## src/hdl/hsgr_pkg.sv

```systemverilog
// Report codes, field positions and layout constants for the HID status/GPIO reports
package hsgr_pkg;

  // ----------------------------------------------------------------
  // Report identifiers
  // ----------------------------------------------------------------
  localparam logic [7:0] ID_UART_STATUS = 8'h42;
  localparam logic [7:0] ID_FIFO_FLUSH  = 8'h43;
  localparam logic [7:0] ID_PIN_GET     = 8'h44;
  localparam logic [7:0] ID_PIN_SET     = 8'h45;

  // ----------------------------------------------------------------
  // Report lengths in bytes
  // ----------------------------------------------------------------
  localparam logic [2:0] LEN_UART_STATUS = 3'h7;
  localparam logic [2:0] LEN_FIFO_FLUSH  = 3'h2;
  localparam logic [2:0] LEN_PIN_GET     = 3'h3;
  localparam logic [2:0] LEN_PIN_SET     = 3'h5;
  localparam int         MAX_REP_BYTES   = 7;

  // ----------------------------------------------------------------
  // FIFO fill counts (0 .. 512)
  // ----------------------------------------------------------------
  localparam int         FILL_W      = 10;
  localparam logic [9:0] FIFO_BYTES  = 10'h200;

  // ----------------------------------------------------------------
  // Error byte bits and break byte values
  // ----------------------------------------------------------------
  localparam int         ERR_PARITY  = 0;
  localparam int         ERR_OVERRUN = 1;
  localparam int         ERR_FRAMING = 2;
  localparam int         ERR_BREAK   = 3;
  localparam int         ERR_W       = 4;
  localparam logic [7:0] BRK_IDLE    = 8'h00;
  localparam logic [7:0] BRK_ACTIVE  = 8'h01;

  // ----------------------------------------------------------------
  // Flush selection bits
  // ----------------------------------------------------------------
  localparam int FLUSH_TX = 0;
  localparam int FLUSH_RX = 1;

  // ----------------------------------------------------------------
  // Pin-level word layout
  // ----------------------------------------------------------------
  localparam int          PIN_GP0      = 0;  // General pins 0..3 at bits 0..3
  localparam int          PIN_TX       = 4;
  localparam int          PIN_RX       = 5;
  localparam int          PIN_GP4      = 6;  // General pins 4..5 at bits 6..7
  localparam int          PIN_USB_TWO  = 8;
  localparam int          PIN_GP6      = 10; // General pins 6..9 at bits 10..13
  localparam int          PIN_USB_ONE  = 14;
  localparam logic [15:0] PIN_VALID    = 16'h7dff; // Bits 9 and 15 reserved
  localparam logic [15:0] PIN_RESET    = 16'h0000;

endpackage

```

## src/hdl/hsgr_flag_if.sv

```systemverilog
// Carrier between the report engine and the sticky error flag store
`timescale 1ns/1ps
`default_nettype none
interface hsgr_flag_if;
  logic [3:0] event_set;  // Receive error / break events this cycle
  logic       read_clear; // Status report snapshot taken this cycle
  logic [3:0] flags;      // Latched flags

  modport engine (output event_set, output read_clear, input flags);
  modport store  (input event_set, input read_clear, output flags);
endinterface
`default_nettype wire

```

## src/hdl/hsgr_flags.sv

```systemverilog
// Sticky receive error and break flags with read-clear
`timescale 1ns/1ps
`default_nettype none
module hsgr_flags (
  // Clock and reset
  input  wire logic    clk_i,
  input  wire logic    rst_b_i,
  // Engine side
  hsgr_flag_if.store   fl
);

  logic [3:0] flags_q;
  logic [3:0] flags_d;

  // ----------------------------------------------------------------
  // Flag update
  // ----------------------------------------------------------------
  // set beats clear
  always_comb begin
    flags_d = fl.read_clear ? 4'h0 : flags_q;
    flags_d = flags_d | fl.event_set;
  end

  always_ff @(posedge clk_i or negedge rst_b_i) begin
    if (!rst_b_i) begin
      flags_q <= 4'h0;
    end else begin
      flags_q <= flags_d;
    end
  end

  assign fl.flags = flags_q;

endmodule
`default_nettype wire

```

## src/hdl/hsgr_top.sv

```systemverilog
// HID status, FIFO flush and pin-level report engine
`timescale 1ns/1ps
`default_nettype none
// What this block does
// - Status request answers seven bytes, first byte is the status report code.
// - Status bytes one and two carry transmit FIFO fill, upper byte first.
// - Status bytes three and four carry receive FIFO fill, upper byte first.
// - Each FIFO holds up to 512 bytes; counts range zero to 512.
// - Byte five: bit0 parity, bit1 overrun, bit2 framing, bit3 break seen.
// - Error and break flags stay latched until a status read clears them.
// - Byte six is 01 while line break is active, else 00.
// - Accept two-byte flush report; second byte selects FIFOs to flush.
// - Bit0 flushes transmit FIFO, bit1 receive FIFO; requests self-clear.
// - Pin query returns three bytes: sampled levels of all pins, upper first.
// - Pin word maps general, serial and USB state pins; bits 9, 15 reserved.
// - Accept five-byte pin update: state word then mask, each upper first.
// - Pin driven to state bit only if output and mask bit set.
module hsgr_top (
  // Clock and reset
  input  wire logic        clk_i,
  input  wire logic        rst_b_i,
  // Control-in request from the host side
  input  wire logic        in_req_i,
  input  wire logic [7:0]  in_id_i,
  output logic             in_busy_o,
  output logic             in_nak_o,
  // Control-in report byte stream
  output logic             in_valid_o,
  output logic [7:0]       in_data_o,
  output logic             in_last_o,
  input  wire logic        in_ready_i,
  // Control-out report byte stream, byte 0 is the report code
  input  wire logic        out_valid_i,
  input  wire logic [7:0]  out_data_i,
  input  wire logic        out_last_i,
  output logic             out_nak_o,
  // FIFO side
  input  wire logic [9:0]  tx_fill_i,
  input  wire logic [9:0]  rx_fill_i,
  output logic             tx_fifo_flush_request_o,
  output logic             rx_fifo_flush_request_o,
  // Receive path events and line state
  input  wire logic        parity_err_i,
  input  wire logic        overrun_err_i,
  input  wire logic        framing_err_i,
  input  wire logic        break_seen_i,
  input  wire logic        break_active_i,
  // Pin levels and drive
  input  wire logic [9:0]  gpio_level_i,
  input  wire logic        tx_pin_level_i,
  input  wire logic        rx_pin_level_i,
  input  wire logic        usb_state_pin_one_i,
  input  wire logic        usb_state_pin_two_i,
  input  wire logic [15:0] pin_is_output_i,
  output logic [15:0]      pin_drive_o
);

  typedef enum logic {HSGR_IDLE, HSGR_SEND} hsgr_state_t;

  // ----------------------------------------------------------------
  // Helpers
  // ----------------------------------------------------------------
  // Join upper and lower bytes into a word
  function automatic logic [15:0] hsgr_word(input logic [7:0] hi, input logic [7:0] lo);
    hsgr_word = {hi, lo};
  endfunction

  // Widen a FIFO fill count to a 16-bit report field
  function automatic logic [15:0] hsgr_fill(input logic [9:0] cnt);
    hsgr_fill = {6'h00, cnt};
  endfunction

  // ----------------------------------------------------------------
  // Flag store
  // ----------------------------------------------------------------
  hsgr_flag_if fl ();

  hsgr_flags u_flags (
    .clk_i   (clk_i),
    .rst_b_i (rst_b_i),
    .fl      (fl.store)
  );

  always_comb begin
    fl.event_set                      = 4'h0;
    fl.event_set[hsgr_pkg::ERR_PARITY]  = parity_err_i;
    fl.event_set[hsgr_pkg::ERR_OVERRUN] = overrun_err_i;
    fl.event_set[hsgr_pkg::ERR_FRAMING] = framing_err_i;
    fl.event_set[hsgr_pkg::ERR_BREAK]   = break_seen_i;
  end

  // ----------------------------------------------------------------
  // Live pin word
  // ----------------------------------------------------------------
  logic [15:0] pin_word;

  always_comb begin
    pin_word                                 = 16'h0000;
    pin_word[hsgr_pkg::PIN_GP0 +: 4]         = gpio_level_i[3:0];
    pin_word[hsgr_pkg::PIN_TX]               = tx_pin_level_i;
    pin_word[hsgr_pkg::PIN_RX]               = rx_pin_level_i;
    pin_word[hsgr_pkg::PIN_GP4 +: 2]         = gpio_level_i[5:4];
    pin_word[hsgr_pkg::PIN_USB_TWO]          = usb_state_pin_two_i;
    pin_word[hsgr_pkg::PIN_GP6 +: 4]         = gpio_level_i[9:6];
    pin_word[hsgr_pkg::PIN_USB_ONE]          = usb_state_pin_one_i;
  end

  // ----------------------------------------------------------------
  // Control-in report engine
  // ----------------------------------------------------------------
  hsgr_state_t st_q;
  hsgr_state_t st_d;
  logic [7:0]  rep_q [hsgr_pkg::MAX_REP_BYTES];
  logic [7:0]  rep_d [hsgr_pkg::MAX_REP_BYTES];
  logic [2:0]  left_q;
  logic [2:0]  left_d;
  logic        in_nak_q;
  logic        in_nak_d;
  logic        take;
  logic [15:0] txw;
  logic [15:0] rxw;

  assign take = in_req_i && (st_q == HSGR_IDLE);
  assign txw  = hsgr_fill(tx_fill_i);
  assign rxw  = hsgr_fill(rx_fill_i);

  // Snapshot a report on request, then shift it out byte by byte
  always_comb begin
    st_d          = st_q;
    rep_d         = rep_q;
    left_d        = left_q;
    in_nak_d      = 1'b0;
    fl.read_clear = 1'b0;
    case (st_q)
      HSGR_IDLE: begin
        if (take) begin
          if (in_id_i == hsgr_pkg::ID_UART_STATUS) begin
            rep_d[0] = hsgr_pkg::ID_UART_STATUS;
            rep_d[1] = txw[15:8];
            rep_d[2] = txw[7:0];
            rep_d[3] = rxw[15:8];
            rep_d[4] = rxw[7:0];
            rep_d[5] = {4'h0, fl.flags};
            rep_d[6] = break_active_i ? hsgr_pkg::BRK_ACTIVE : hsgr_pkg::BRK_IDLE;
            fl.read_clear = 1'b1;
            left_d        = hsgr_pkg::LEN_UART_STATUS;
            st_d          = HSGR_SEND;
          end else if (in_id_i == hsgr_pkg::ID_PIN_GET) begin
            rep_d[0] = hsgr_pkg::ID_PIN_GET;
            rep_d[1] = pin_word[15:8];
            rep_d[2] = pin_word[7:0];
            left_d   = hsgr_pkg::LEN_PIN_GET;
            st_d     = HSGR_SEND;
          end else begin
            in_nak_d = 1'b1;
          end
        end
      end
      HSGR_SEND: begin
        if (in_ready_i) begin
          for (int i = 0; i < hsgr_pkg::MAX_REP_BYTES - 1; i++) begin
            rep_d[i] = rep_q[i + 1];
          end
          rep_d[hsgr_pkg::MAX_REP_BYTES - 1] = 8'h00;
          left_d = left_q - 3'h1;
          if (left_q == 3'h1) begin
            st_d = HSGR_IDLE;
          end
        end
      end
      default: begin
        st_d = HSGR_IDLE;
      end
    endcase
  end

  always_ff @(posedge clk_i or negedge rst_b_i) begin
    if (!rst_b_i) begin
      st_q     <= HSGR_IDLE;
      left_q   <= 3'h0;
      in_nak_q <= 1'b0;
      for (int i = 0; i < hsgr_pkg::MAX_REP_BYTES; i++) begin
        rep_q[i] <= 8'h00;
      end
    end else begin
      st_q     <= st_d;
      left_q   <= left_d;
      in_nak_q <= in_nak_d;
      rep_q    <= rep_d;
    end
  end

  assign in_busy_o  = (st_q != HSGR_IDLE);
  assign in_valid_o = (st_q == HSGR_SEND);
  assign in_data_o  = rep_q[0];
  assign in_last_o  = (st_q == HSGR_SEND) && (left_q == 3'h1);
  assign in_nak_o   = in_nak_q;

  // ----------------------------------------------------------------
  // Control-out report collector
  // ----------------------------------------------------------------
  logic [7:0]  obuf_q [hsgr_pkg::MAX_REP_BYTES];
  logic [7:0]  obuf_d [hsgr_pkg::MAX_REP_BYTES];
  logic [2:0]  ocnt_q;
  logic [2:0]  ocnt_d;
  logic        tx_fl_q;
  logic        tx_fl_d;
  logic        rx_fl_q;
  logic        rx_fl_d;
  logic        onak_q;
  logic        onak_d;
  logic [15:0] pin_q;
  logic [15:0] pin_d;
  logic [2:0]  olen;
  logic [15:0] set_word;
  logic [15:0] set_mask;

  // Gather bytes; act on the report when its last byte arrives
  always_comb begin
    obuf_d   = obuf_q;
    ocnt_d   = ocnt_q;
    tx_fl_d  = 1'b0;
    rx_fl_d  = 1'b0;
    onak_d   = 1'b0;
    pin_d    = pin_q;
    olen     = ocnt_q + 3'h1;
    set_word = 16'h0000;
    set_mask = 16'h0000;
    if (out_valid_i) begin
      if (ocnt_q < 3'(hsgr_pkg::MAX_REP_BYTES)) begin
        obuf_d[ocnt_q] = out_data_i;
        ocnt_d         = olen;
      end
      if (out_last_i) begin
        ocnt_d = 3'h0;
        if (obuf_d[0] == hsgr_pkg::ID_FIFO_FLUSH && olen == hsgr_pkg::LEN_FIFO_FLUSH) begin
          tx_fl_d = obuf_d[1][hsgr_pkg::FLUSH_TX];
          rx_fl_d = obuf_d[1][hsgr_pkg::FLUSH_RX];
        end else if (obuf_d[0] == hsgr_pkg::ID_PIN_SET && olen == hsgr_pkg::LEN_PIN_SET) begin
          set_word = hsgr_word(obuf_d[1], obuf_d[2]);
          set_mask = hsgr_word(obuf_d[3], obuf_d[4]) & pin_is_output_i & hsgr_pkg::PIN_VALID;
          pin_d = (pin_q & ~set_mask) | (set_word & set_mask);
        end else begin
          onak_d = 1'b1;
        end
      end
    end
  end

  always_ff @(posedge clk_i or negedge rst_b_i) begin
    if (!rst_b_i) begin
      ocnt_q  <= 3'h0;
      tx_fl_q <= 1'b0;
      rx_fl_q <= 1'b0;
      onak_q  <= 1'b0;
      pin_q   <= hsgr_pkg::PIN_RESET;
      for (int i = 0; i < hsgr_pkg::MAX_REP_BYTES; i++) begin
        obuf_q[i] <= 8'h00;
      end
    end else begin
      ocnt_q  <= ocnt_d;
      tx_fl_q <= tx_fl_d;
      rx_fl_q <= rx_fl_d;
      onak_q  <= onak_d;
      pin_q   <= pin_d;
      obuf_q  <= obuf_d;
    end
  end

  // flush pulses are single registered strobes
  assign tx_fifo_flush_request_o = tx_fl_q;
  assign rx_fifo_flush_request_o = rx_fl_q;
  assign out_nak_o               = onak_q;
  assign pin_drive_o             = pin_q;

endmodule
`default_nettype wire

```

## config.mk

```make
export PLATFORM = sky130hd
export DESIGN_NAME = hsgr_top
export DESIGN_NICKNAME = d
export VERILOG_FILES = /design/src/hdl/hsgr_pkg.sv /design/src/hdl/hsgr_flag_if.sv /design/src/hdl/hsgr_flags.sv /design/src/hdl/hsgr_top.sv
export SDC_FILE = /design/constraint.sdc
export NUM_CORES = 1
export LEC_CHECK = 0
export BUFFER_PORTS_ARGS = -buffer_cell sky130_fd_sc_hd__buf_4
export CORE_MARGIN = 2
export CORE_UTILIZATION = 30
export CTS_CLUSTER_DIAMETER = 80
export DETAILED_ROUTE_END_ITERATION = 8
export HOLD_SLACK_MARGIN = 0.1
export PLACE_DENSITY_LB_ADDON = 0.2
export REMOVE_ABC_BUFFERS = 1
export SETUP_SLACK_MARGIN = 0.1
export SYNTH_ARGS = -nofsm -noshare
export SYNTH_HDL_FRONTEND = slang
export SYNTH_SLANG_ARGS = --single-unit
```

## constraint.sdc

```tcl
create_clock -name clk_i -period 2.3 [get_ports clk_i]
set_input_delay 0.46 -clock clk_i [delete_from_list [all_inputs] [get_ports clk_i]]
set_output_delay 0.46 -clock clk_i [all_outputs]
set_load 0.01 [all_outputs]
```

Word level (Yosys, flattened, before mapping)
Index checks and enable logic that the tools add are counted.
- register bits: 143
- bits in latches: 0
- RAM bits: 0
- bits in read-only memories: 0
- input port bits: 77
- output and inout bits: 31
- word-level logic and storage cells: 103
- memories: 0
- add/sub/neg operators: 2
- multipliers: 0
- divide/modulo/power cells: 0
- magnitude comparators: 3
- equality and inequality tests: 12
- shifts and indexed selects: 0
- muxes and demuxes: 43
- bitwise gates (word level): 9
- reductions and logical operators: 11
- operators with widths (operator ; count):
    two-way mux 56 bit ; 4
    one-hot mux 56 bit (2 select lines) ; 1
    bitwise mux 56 bit ; 1
    two-way mux 24 bit ; 2
    == test 8 x 7 -> 1 bit (second input constant) ; 4
    two-way mux 32 bit ; 1
    demux 8 bit (select 3 bit) ; 1
    two-way mux 1 bit ; 23
    two-way mux 3 bit ; 6
    bitwise AND 16 x 15 -> 16 bit ; 1
    bitwise AND 16 bit ; 1
    inverter 15 -> 16 bit ; 1
    OR 16 bit ; 1
    bitwise AND 15 bit ; 1
    two-way mux 8 bit ; 1
    one-hot mux 3 bit (2 select lines) ; 1
    AND reduction 3 bit ; 2
    logical AND 1 bit ; 5
    greater-or-equal comparator 4 bit (second input constant) ; 1
    less-than comparator 4 x 1 -> 1 bit (second input constant) ; 1
    two-way mux 4 bit ; 1
    != test 2 x 1 -> 1 bit (second input constant) ; 2
    != test 2 bit (second input constant) ; 2
    inverter 3 -> 4 bit ; 1
    other kinds (13) ; 15

Logic depth before layout (Yosys ltp)
Gate-level depths: netlist of run 1.
- word-level depth: 14
- gate-level depth with buffers: 7
- gate-level depth less buffers: 6

By module
A second synthesis of run 1 with hierarchy kept.
- cells, all modules: 457
- area total of the unflattened synthesis: 5370.2 um^2
- by module, submodules not included (module ; instances ; cells an instance ; area an instance (um^2) ; sequential area each (um^2)):
    hsgr_top ; 1 ; 448 ; 5236.3 ; 2677.6
    hsgr_flags ; 1 ; 9 ; 133.9 ; 100.1

Worst setup path after synthesis of run 1
OpenSTA, ideal clock, no wires.
- path kind: input -> register
- start: input in_id_i[4]
- end: register rep_q[39] in the netlist's numbering
- library setup time: 129 ps
- arrival: 2099 ps
- required time: 2171 ps
- slack: 71 ps
- stages: 7
- path buffers: 2
- cells stage by stage: or4b_4 -> or3b_1 -> buf_6 -> buf_6 -> mux2_4 -> mux2i_1 -> o21ai_1
- word-level cells in the longest chain between the ends: 4
- elaborated cells between the ends (all ways): 7
- classes of those cells: eq/ne: 3; mux: 3; reduce/logical: 1
- RTL lines (what ; RTL line ; RTL):
    from (decl) ; hsgr_top.sv:24 ; input wire logic [7:0] in_id_i,
    == test 8 x 7 -> 1 bit ; hsgr_top.sv:137 ; if (in_id_i == hsgr_pkg::ID_UART_STATUS) begin
    two-way mux 24 bit ; hsgr_top.sv:137 ;
    two-way mux 56 bit ; hsgr_top.sv:136 ; if (take) begin
    one-hot mux 56 bit (2 select lines) ; hsgr_top.sv:134 ; case (st_q)
    to (signal assigned) ; hsgr_top.sv:189 ; rep_q <= rep_d;
    to (decl) ; hsgr_top.sv:113 ; logic [7:0] rep_q [hsgr_pkg::MAX_REP_BYTES];
Parallel ways exist; a longest one is shown, timed or not. The select of a mux whose other input is x is not followed.
A chain may end at the register's enable or synchronous reset.

==> out/results.txt, run 1 <==
The run finished with clean final reports. Once routing completed, OpenROAD measured the worst setup slack at 0.202 ns. Once layout is complete, the utilization of the core stands at 38.9%.

The share of layout cells above drive strength 1 is 41.6%. The most common cell after layout, fill and taps aside was sky130_fd_sc_hd__buf_4. The aggregate global routing overflow came out at 0. Setup repair after global routing left no endpoint under its margin. Sorting the synthesized cells by area gives the leading types as sky130_fd_sc_hd__dfrtp_1, sky130_fd_sc_hd__mux2_2, sky130_fd_sc_hd__nand2_1, sky130_fd_sc_hd__mux2i_1, sky130_fd_sc_hd__o21ai_0. The total area inside the core boundary comes to 17,400 µm². For the wire length of the first global-routing pass, the log shows 19,700 µm. The worst slew margin relative to its limit is 45.4%. Boundary pin count: 108. The share of synthesized cell area in and, or, nand and nor gates was 11.3%. The path type of the worst min-delay path is primary input to flip-flop. The worst-case setup slack after placement was -0.0478 ns. At the end of routability-driven placement, the weighted congestion stood at 0.776. The final setup skew was 0.00831 ns; the count of synthesis-stage warnings from yosys was 0.

Once detail routing completed, the nets flagged for antenna violations numbered 0. The most used flip-flop cell after synthesis is sky130_fd_sc_hd__dfrtp_1. Total power for the finished layout comes to 6.07 mW. After clock tree synthesis, the clock-pin slew on the worst setup and hold paths is 0.07 ns.

The sequential share of the synthesized area was 51.8%; the number of fill cells was 1,730. The leakage power summed over all cells is 3.15 nW. After detailed routing, the number of remaining DRC violations is 0. The portion of synthesized cell area occupied by the leading cell type is 51.8%.

The top cell types in the final layout, fill and taps aside, are sky130_fd_sc_hd__buf_4, sky130_fd_sc_hd__dfrtp_1, sky130_fd_sc_hd__mux2_2. The critical path is of the flip-flop to flip-flop type. In the global route stage, overall resource usage came out at 13.4%. Dividing total power by cell area gives a power density of 898 nW/µm². The total clock sinks was 111. STA classifies the critical path endpoint as a flip-flop. The mapped cell area is 5360 µm², and the synthesized-area fraction occupied by ao, oa, aoi and oai cells is 7.96%. The count of pins over their slew limit is 0, and the number of synthesized flops with an enable pin is 0. Input and output buffers added on the ports amount to 103. The multiplexer fraction of the synthesized cell area came out at 22.3%. The HPWL after detailed placement is 8820 µm. The maximum net fanout on the critical path is 10, and the floorplan die width is 138 µm. The height of the chip was 138 µm; the slew at the pin closest to its max-slew limit was 0.816 ns. Counting the buffers created by CTS gives 9.

Setup violations remaining at the end of the flow were counted as 0. The number of maximum-capacitance constraint violations came out at 0. For this configuration, the core starts out at a cell density of 30.9%. Layout net count: 656.

Counting along the longest clock path gives a buffer depth of 2. CTS placed an instance of sky130_fd_sc_hd__clkbuf_16 at the clock tree root. The synthesized netlist devotes 1.17% of its cell area to adder and majority cells.

The die outline area is 18,900 µm², and the number of hold violations in the final report is 0. Summing all placed instances gives a cell area of 6440 µm². Summing all multi-input logic gate instances after layout gives 2350 µm². In the final layout, flip-flops and latches occupy 2780 µm². Row generation in the floorplan step produced 48 rows.

After synthesis the netlist holds a flip-flop and latch count of 111. The peak clock frequency supported by timing is 477 MHz. Entering global routing, the biggest net connects 41 pins. Dividing the detail-routed wire length by the instance count gives 15.0 µm. Synthesis produced a netlist whose cell count is 474.

The clock insertion delay at the later pin of the skew report was 0.35 ns; the diode insertion count for antenna repair was 0. Relative to the synthesized area, the layout overhead comes to 26.0%. The data arrival at the endpoint of the critical path is 2.33 ns, and the share of flip-flops with an asynchronous set or reset after synthesis is 100%. The maximum level of the CTS H-tree was 3; the required time at the endpoint of the critical path was 2.53 ns.

The synthesized design spends more area on one cell type than any other, namely sky130_fd_sc_hd__dfrtp_1. The share of the clock period used by the worst path after layout was 91.2%; the final wirelength was 12,100 µm. The type of origin of the critical path is a flip-flop. Hold timing on the final database bottoms out at a slack of 0.279 ns.

The first routing iteration left 99 violations. After routing the design area is 6750 µm². The number of global-route vias before repair came out at 3,940. The worst-case IR drop observed on VDD is 376 µV.

The number of antenna violations at the first check in global routing is 0, and the number of search-and-repair iterations in the first detailed-routing pass is 6. The time the final worst path needs with I/O delays and setup works out to 2.10 ns. TritonCTS built the clock tree. The XOR/XNOR share of the synthesized area works out to 0.327%. The largest family of logic cells by synthesized area is multiplexers. Synthesis instantiated 46 different standard cells from the library. The detail-routed via count per cell is 4.74. The average cell area after synthesis was 11.3 µm²; the detailed-route via count was 3,811.
## power breakdown
part | switching [mW] | internal (mW)
Combinational | 0.738 | 0.946
Sequential | 0.302 | 2.56
Clock | 0.722 | 0.798
Total | 1.76 | 4.30
## metrics by stage
step	instances	setup TNS, ns
floorplan	433	-23.81
global placement	787	-0.0939
detailed placement	787	-0.173
CTS	804	0
global route	804	0
finish	804	0
## synthesized netlist by cell type, drive strengths merged (5+ instances only)
cell	count
mux2i	21
dfrtp	111
buf	22
ha	5
inv	11
nand3	16
nor2	7
a31oi	7
mux2	87
a22o	6
clkbuf	20
a21oi	9
o21ai	39
nand2	61
and2	10
## critical path: stages, from the launching register on
cell and delay, ns:
sky130_fd_sc_hd__dfrtp_1 0.39, sky130_fd_sc_hd__or4_1 0.54, sky130_fd_sc_hd__nor4_2 0.21, sky130_fd_sc_hd__o2111a_2 0.27
sky130_fd_sc_hd__buf_4 0.19, sky130_fd_sc_hd__nand3_1 0.10, sky130_fd_sc_hd__mux2_2 0.28
## final cells by class
class | count | share of cell area (%)
inverters | 11 | 0.611
flip-flops and latches | 111 | 41.1
multi-input cells | 311 | 34.8
repair buffers | 130 | 15.0
clock inverters | 4 | 0.426
well taps | 225 | 4.17
clock buffers | 12 | 3.80
## routing by layer
layer  vias to the layer above  track usage, %  part of all wire (%)
met5                         -               0                     0
met4                         0            5.33                   2.0
met3                        16            3.20                   5.9
met2                       100            22.2                    47
met1                      1850            16.8                    45
li1                       1845               -                     -
## path summary, 6_finish.rpt
path	start	endpoint	slack, ns	cells past startpoint
min in group asynchronous	rst_b_i	obuf_q[26]$_DFFE_PN0P_	0.63	2
setup / recovery	obuf_q[55]$_DFFE_PN0P_	flip-flop	0.20	6
hold reg to reg	u_flags.fl.flags[2]$_DFF_PN0_	rep_q[10]$_DFFE_PN0P_	0.48	2
max in group asynchronous	rst_b_i	rep_q[18]$_DFFE_PN0P_	1.05	3
setup reg to reg	obuf_q[55]$_DFFE_PN0P_	flip-flop	0.20	6
hold / removal	break_seen_i	u_flags.fl.flags[3]$_DFF_PN0_	0.28	2
## kinds of logic after synthesis
family | Yosys count
other cells | 1
compound gates | 72
fa+ha+maj | 5
buf+inv | 53
mux | 108
xor+xnor | 2
flops | 111
simple gates | 122
## timing repair
item	CTS	global route
gates resized for setup	0	3
buffers inserted	0	0
endpoints found under the setup margin	0	9
hold buffers	1	0
endpoints found under the hold margin	30	0
(Power assumes the default switching activity.)
==> inputs of run 2 (changes only) <==
REMOVE_ABC_BUFFERS = default   (was 1)
==> run 2 against run 1 <==
Sequential power hardly changed. Setup slack worse by 0.053 ns. Hold slack better by 0.00066 ns. Final cell count is 0.62% lower. Register-to-register slack worse by 0.05 ns. Highest routed layer unchanged. Global-route usage is 0.34 points higher.
==> out/results.txt, run 2 (same netlist as run 1, synthesis figures left out) <==
The flow ran to the end, and the final reports show no timing, DRC or antenna violations. The number of global-route vias before repair is 4,005, and the share of the core filled with cells in the final layout is 38.9%. In this run the worst path has a maximum fanout of 5.

In the routed layout, each cell is associated on average with a via count of 4.68. Based on the critical path, the design can be clocked at up to 465 MHz. The number of search-and-repair iterations in the first detailed-routing pass was 4.

Dividing total power by cell area gives a power density of 927 nW/µm². Stage delay of the slowest cell on the critical path: 0.49 ns. Routability-driven placement finished with a final weighted congestion of 0.787. The aggregate global routing overflow is 0. In this run the horizontal extent of the chip is 138 µm. The area of the core region came out at 17,400 µm². The category of the most critical setup path was flip-flop to flip-flop. Setup repair after global routing left no endpoint under its margin. The tools report the starting density of the core as 30.9%. The logs give -0.0498 ns for the worst-case setup slack after placement and 12,400 µm for the final wirelength. The share of layout cells above drive strength 1 is 40.8%, and the leakage power summed over all cells is 3.16 nW. Source of the critical timing path: ocnt_q[0]$_DFFE_PN0P_. The height of the chip is 138 µm. The share of the clock period used by the worst path after layout is 93.5%. The first routing iteration left 197 violations. The final setup skew was 0.00421 ns; the area overhead of the layout relative to synthesis was 26.1%.

TritonCTS built the clock tree. Clock insertion delay at the later pin of the skew report: 0.35 ns. The run gives 3,736 as the detailed-route via count. The post-CTS clock slew at the launch and capture registers of the worst setup and hold paths works out to 0.07 ns. Number of hold violations in the final report: 0. The run gives 0 as the number of antenna violations at the first check in global routing. The tree is rooted in a sky130_fd_sc_hd__clkbuf_16. The depth of the worst register-to-register path works out to 6.

The tools report the launch point of the worst reg-to-reg path as ocnt_q[0]$_DFFE_PN0P_. The min-delay analysis places its worst path in the category primary input to flip-flop. The setup check on the worst reg-to-reg path leaves a slack of 0.15 ns. Traced cell by cell, the critical path runs through or3_1 -> nor4b_1 -> o2111a_2 -> buf_4 -> nand3_1 -> mux2_2. 0 antenna diodes ended up in the layout. The maximum number of pins on one net before global-route repair is 45, and the estimated wirelength of the detail-placed design is 8970 µm.

The setup slack of the critical path after layout was 0.148 ns; the layout net count was 651. The wire length of the first global-routing pass was 20,100 µm. Data arrives at the worst endpoint at 2.39 ns. In the layout the commonest cells are sky130_fd_sc_hd__buf_4, sky130_fd_sc_hd__dfrtp_1, sky130_fd_sc_hd__mux2_2. The largest individual stage delay along the critical path comes from the cell sky130_fd_sc_hd__or3_1. Setup violations remaining at the end of the flow were counted as 0. The floorplan step defined a die boundary enclosing 18,900 µm².

The initialized floorplan defines 48 standard-cell rows. For the worst setup path, the data required time is 2.53 ns. Dividing the detail-routed wire length by the instance count gives 15.5 µm.

The tool flagged a number of max-cap violations equal to 0. For the count of pins over their slew limit, the log shows 0. The library cell used most frequently in the layout, excluding fill and tap cells, is sky130_fd_sc_hd__buf_4.

In this run the remaining antenna-violating nets after routing total 0. The worst path in the final design needs a cycle of 2.15 ns, including I/O delays and setup. The all-layer global routing usage is 13.7%, and the maximum level of the CTS H-tree is 3.

The boundary pin count was 108; the number of buffers inserted by port buffering was 103. The worst setup path is captured at a flip-flop. Type of origin of the critical path: a flip-flop. In this run the tightest slew margin relative to its limit is 48.7%. The number of remaining DRC errors is 0. The tools report the total clock sinks as 111.

For the pin with the worst max-slew slack, the measured transition is 0.766 ns. The highest ir drop seen on vdd came out at 369 µV. The number of buffers inserted during clock tree synthesis was 9; the number of buffers on the longest clock path was 2.
-- run 2: layout make-up --
type	instances	area, µm²
clock buffer	10	239
clock inverter	6	91.3
fill	1716	10600
inverter	11	41.3
multi-input combinational	311	2330
sequential	111	2780
tap	225	282
timing repair buffer	125	991
-- run 2: stage by stage --
stage               TNS (ns)  cells  instance area [µm²]  power (mW)  hold slack (ns)
detailed placement    -0.261    782                 6420        4.60            0.408
global placement     -0.0125    782                 6420        4.55            0.404
global route               0    799                 6760        6.70            0.258
finish                     0    799                 6760        6.26            0.280
floorplan                  0    475                 5360        4.07            0.164
CTS                        0    799                 6760        6.37            0.266
-- run 2: worst min path at each step --
| stage | start | to | cells past startpoint |
|---|---|---|---|
| after CTS | framing_err_i | u_flags.fl.flags[2]$_DFF_PN0_ | 2 |
| final | framing_err_i | u_flags.fl.flags[2]$_DFF_PN0_ | 2 |
| after global routing | framing_err_i | u_flags.fl.flags[2]$_DFF_PN0_ | 2 |
| after floorplan | rst_b_i | asynchronous set/reset pin | 0 |
| after global placement | rst_b_i | asynchronous set/reset pin | 1 |
| after detailed placement | rst_b_i | asynchronous set/reset pin | 1 |
-- run 2: metal layers --
metal  track usage [%]  up-vias  routed length [µm]
met5                 0        -                   0
met4              3.72        0                 193
met3              4.16       13                 640
met2              24.1       94                6140
met1              16.2     1798                5380
li1                  -     1831                   -
-- run 2: power breakdown --
group          internal, mW  switching [mW]
registers              2.56           0.330
logic                 0.931           0.721
clock network         0.993           0.731
-- run 2: what timing repair did --
| action | CTS | global route |
|---|---|---|
| setup buffers | 0 | 0 |
| hold buffers | 1 | 0 |
| gates resized for setup | 0 | 0 |
| endpoints found under the hold margin | 23 | 0 |
-- run 2: critical path, delay by kind of cell, from the launching register on --
kind	cells	cell delay (ns)
flops	1	0.38
simple gates	3	0.93
compound gates	1	0.29
mux	1	0.29
buf+inv	1	0.15
==> inputs of run 3 (changes only) <==
CORE_ASPECT_RATIO = 1.25   (was default)
==> run 3 against run 2 <==
Clock-buffer cell count increased by 3. Flip-flop and latch count did not move. Largest power group unchanged. Routed wire length fell by 0.64%. Sequential share of layout area increased by 0.21 points. First-iteration DRC count is 37% lower. Critical path depth stayed put. Setup slack improved by 0.077 ns. Register-to-register slack gained 0.08 ns. Highest routed layer unchanged.
==> out/results.txt, run 3 (same netlist as run 1, synthesis figures left out) <==
The tools report the aggregate global routing overflow as 0. Subtracting the final worst setup slack from the clock period gives 2.07 ns. The later pin in the worst-skew pair is clocked with a latency of 0.35 ns. The leakage power summed over all cells came out at 3.15 nW. Summed over all nets, the half-perimeter wirelength after detailed placement is 9100 µm. The flow ran to the end, and the final reports show no timing, DRC or antenna violations. The logs give 3 for the maximum level of the CTS H-tree and 9 for the number of buffers inserted during clock tree synthesis.

The run gives 3,957 as the number of global-route vias before repair. From left edge to right edge, the die measures 124 µm. Data on the critical path is required at its endpoint by 2.54 ns. The busiest metal layer after global routing was met2. The tool flagged a number of max-cap violations equal to 0.

The internal power of the cells totals 4.34 mW. The met3 layer usage reported by global route is 2.28%, and the net switching power is 1.80 mW. Number of buffers inserted by port buffering: 103.

Global routing consumed, over all layers together, 13.6% of the routing resources. The number of buffers on the longest clock path was 2; the total power density per cell area was 913 nW/µm². The final number of setup-violating endpoints was 0. At the end of the flow, the number of nets in the layout was 653. The tools report the total clock sinks as 111. Pin placement for this block handled 108 I/O pins. The floorplan step defined a die boundary enclosing 19,000 µm².

The first routing iteration left 125 violations. Share of layout cells above drive strength 1: 41.1%. The category of the most critical setup path is flip-flop to flip-flop. In this run the post-CTS setup repair buffer count came out at 0. Derived from the worst setup path, the maximum achievable clock frequency is 482 MHz. The fraction of met1 tracks used by global routing was 16.2%.

Setup repair after global routing left no endpoint under its margin. For this run, the detailed router's first-pass iteration total came to 4. STA classifies the critical path endpoint as a flip-flop. In the layout the commonest cells are sky130_fd_sc_hd__buf_4, sky130_fd_sc_hd__dfrtp_1, sky130_fd_sc_hd__mux2_2. For the final setup skew, the log shows 0.00696 ns. Buffers inserted to repair hold after CTS numbered 0. Dividing the detail-routed via count by the number of cells gives 4.67. The routed length per placed instance came out at 15.3 µm. The remaining antenna violation count was 0; the worst slew margin relative to its limit was 45.4%. Number of antenna violations at the first check in global routing: 0. The path type of the worst min-delay path was primary input to asynchronous set/reset pin. Of all nets on the critical path, the largest fanout is 9. For the final wirelength, the log shows 12,300 µm. The library cell used most frequently in the layout, excluding fill and tap cells, is sky130_fd_sc_hd__buf_4.

The run gives 0.793 as the routability congestion estimate. Global routing consumed, on the met2 layer, 23.8% of the routing resources. The number of antenna diodes in the final layout is 0. The worst hold margin is 0.0911 ns. The tools report the sum of negative setup slack as 0 ns. For the area of the core region, the log shows 17,500 µm². The slew at the pin closest to its max-slew limit came out at 0.816 ns. The maximum number of pins on one net before global-route repair came out at 42. The tools report the part of the total power dissipated in sequential elements as 46.9%. The initial utilization of the core area, before any placement, comes to 30.6%.

In the routed design, unresolved DRC markers number 0. The area overhead of the layout relative to synthesis was 25.4%; the wire length of the first global-routing pass was 20,000 µm. Of the available clock period, the critical path in the final layout requires 90.2%. The run gives 25.4% as the share of power burned in the clock network. Clock-pin slew was measured on the worst setup and hold paths at 0.07 ns. The buffer cell driving the clock tree root is sky130_fd_sc_hd__clkbuf_16. The count of pins over their slew limit was 0. Of the total power, the share spent switching nets is 29.3%. The logs give 2.31 ns for the data arrival at the endpoint of the critical path and 27.7% for the fraction of power consumed by combinational cells. STA classifies the critical path startpoint as a flip-flop.

For the floorplan row count, the log shows 54. TritonCTS built the clock tree. VDD sags by at most 333 µV.

The number of hold violations in the final report came out at 0. The detailed router placed 3,735 vias in this run. The height of the chip was 153 µm.
## run 3: cell types whose count changed in the layout (fill, tap and decap cells not counted), sizes merged
cell / change
buf: +3
bufinv: -2
dlygate4sd3: -1
clkinv: -1
clkbuf: +3
## run 3: worst paths after layout
path,startpoint,endpoint,slack (ns),depth (start not counted)
min in group clk_i,break_seen_i,u_flags.fl.flags[3]$_DFF_PN0_,0.28,2
worst min register to register,rep_q[38]$_DFFE_PN0P_,rep_q[38]$_DFFE_PN0P_,0.48,2
worst min-delay path,rst_b_i,ocnt_q[1]$_DFFE_PN0P_,0.09,1
worst max register to register,ocnt_q[0]$_DFFE_PN0P_,flip-flop,0.23,6
max in group asynchronous,rst_b_i,rep_q[25]$_DFFE_PN0P_,1.57,2
worst max-delay path,ocnt_q[0]$_DFFE_PN0P_,flip-flop,0.23,6
## run 3: routing by layer
metal | part of all wire, % | wire length (µm) | up-vias
met3 | 3.6 | 442 | 16
li1 | - | - | 1838
met4 | 2.0 | 244 | 0
met1 | 42 | 5210 | 1793
met2 | 52 | 6380 | 88
met5 | 0 | 0 | -
## run 3: per-stage QoR
step                instances  util (%)  area, µm²  power [mW]  worst slack [ns]
floorplan                 475         -       5360        4.07            0.0713
global placement          784      36.7       6420        4.58           -0.0180
detailed placement        784      36.7       6420        4.65           -0.0418
CTS                       800      38.4       6720        6.23             0.146
global route              800      38.4       6720        6.55             0.124
finish                    800      38.4       6720        6.14             0.226
## run 3: power groups by stage
stage	registers (mW)	logic [mW]	clock network, mW
floorplan	2.82	1.25	0
global placement	2.90	1.68	0
detailed placement	2.92	1.73	0
CTS	2.89	1.74	1.60
global route	2.97	1.91	1.67
finish	2.88	1.70	1.56
## run 3: worst max-delay path: stages (launching register included)
cell                       delay, ns
sky130_fd_sc_hd__dfrtp_1        0.38
sky130_fd_sc_hd__or3_4          0.43
sky130_fd_sc_hd__nor4b_1        0.28
sky130_fd_sc_hd__o2111a_2       0.29
sky130_fd_sc_hd__buf_4          0.19
sky130_fd_sc_hd__nand3_1        0.11
sky130_fd_sc_hd__mux2_2         0.28
## run 3: what timing repair did
| item | CTS | global route |
|---|---|---|
| hold endpoints to repair | 0 | 0 |
| gates resized for setup | 0 | 1 |
| endpoints found under the setup margin | 0 | 2 |
## run 3: cell type report
type / instances / area, µm²
sequential: 111 / 2780
multi-input combinational: 311 / 2340
timing repair buffer: 127 / 991
clock buffer: 13 / 270
clock inverter: 3 / 22.5
inverter: 11 / 41.3
fill: 1729 / 10800
tap: 224 / 280
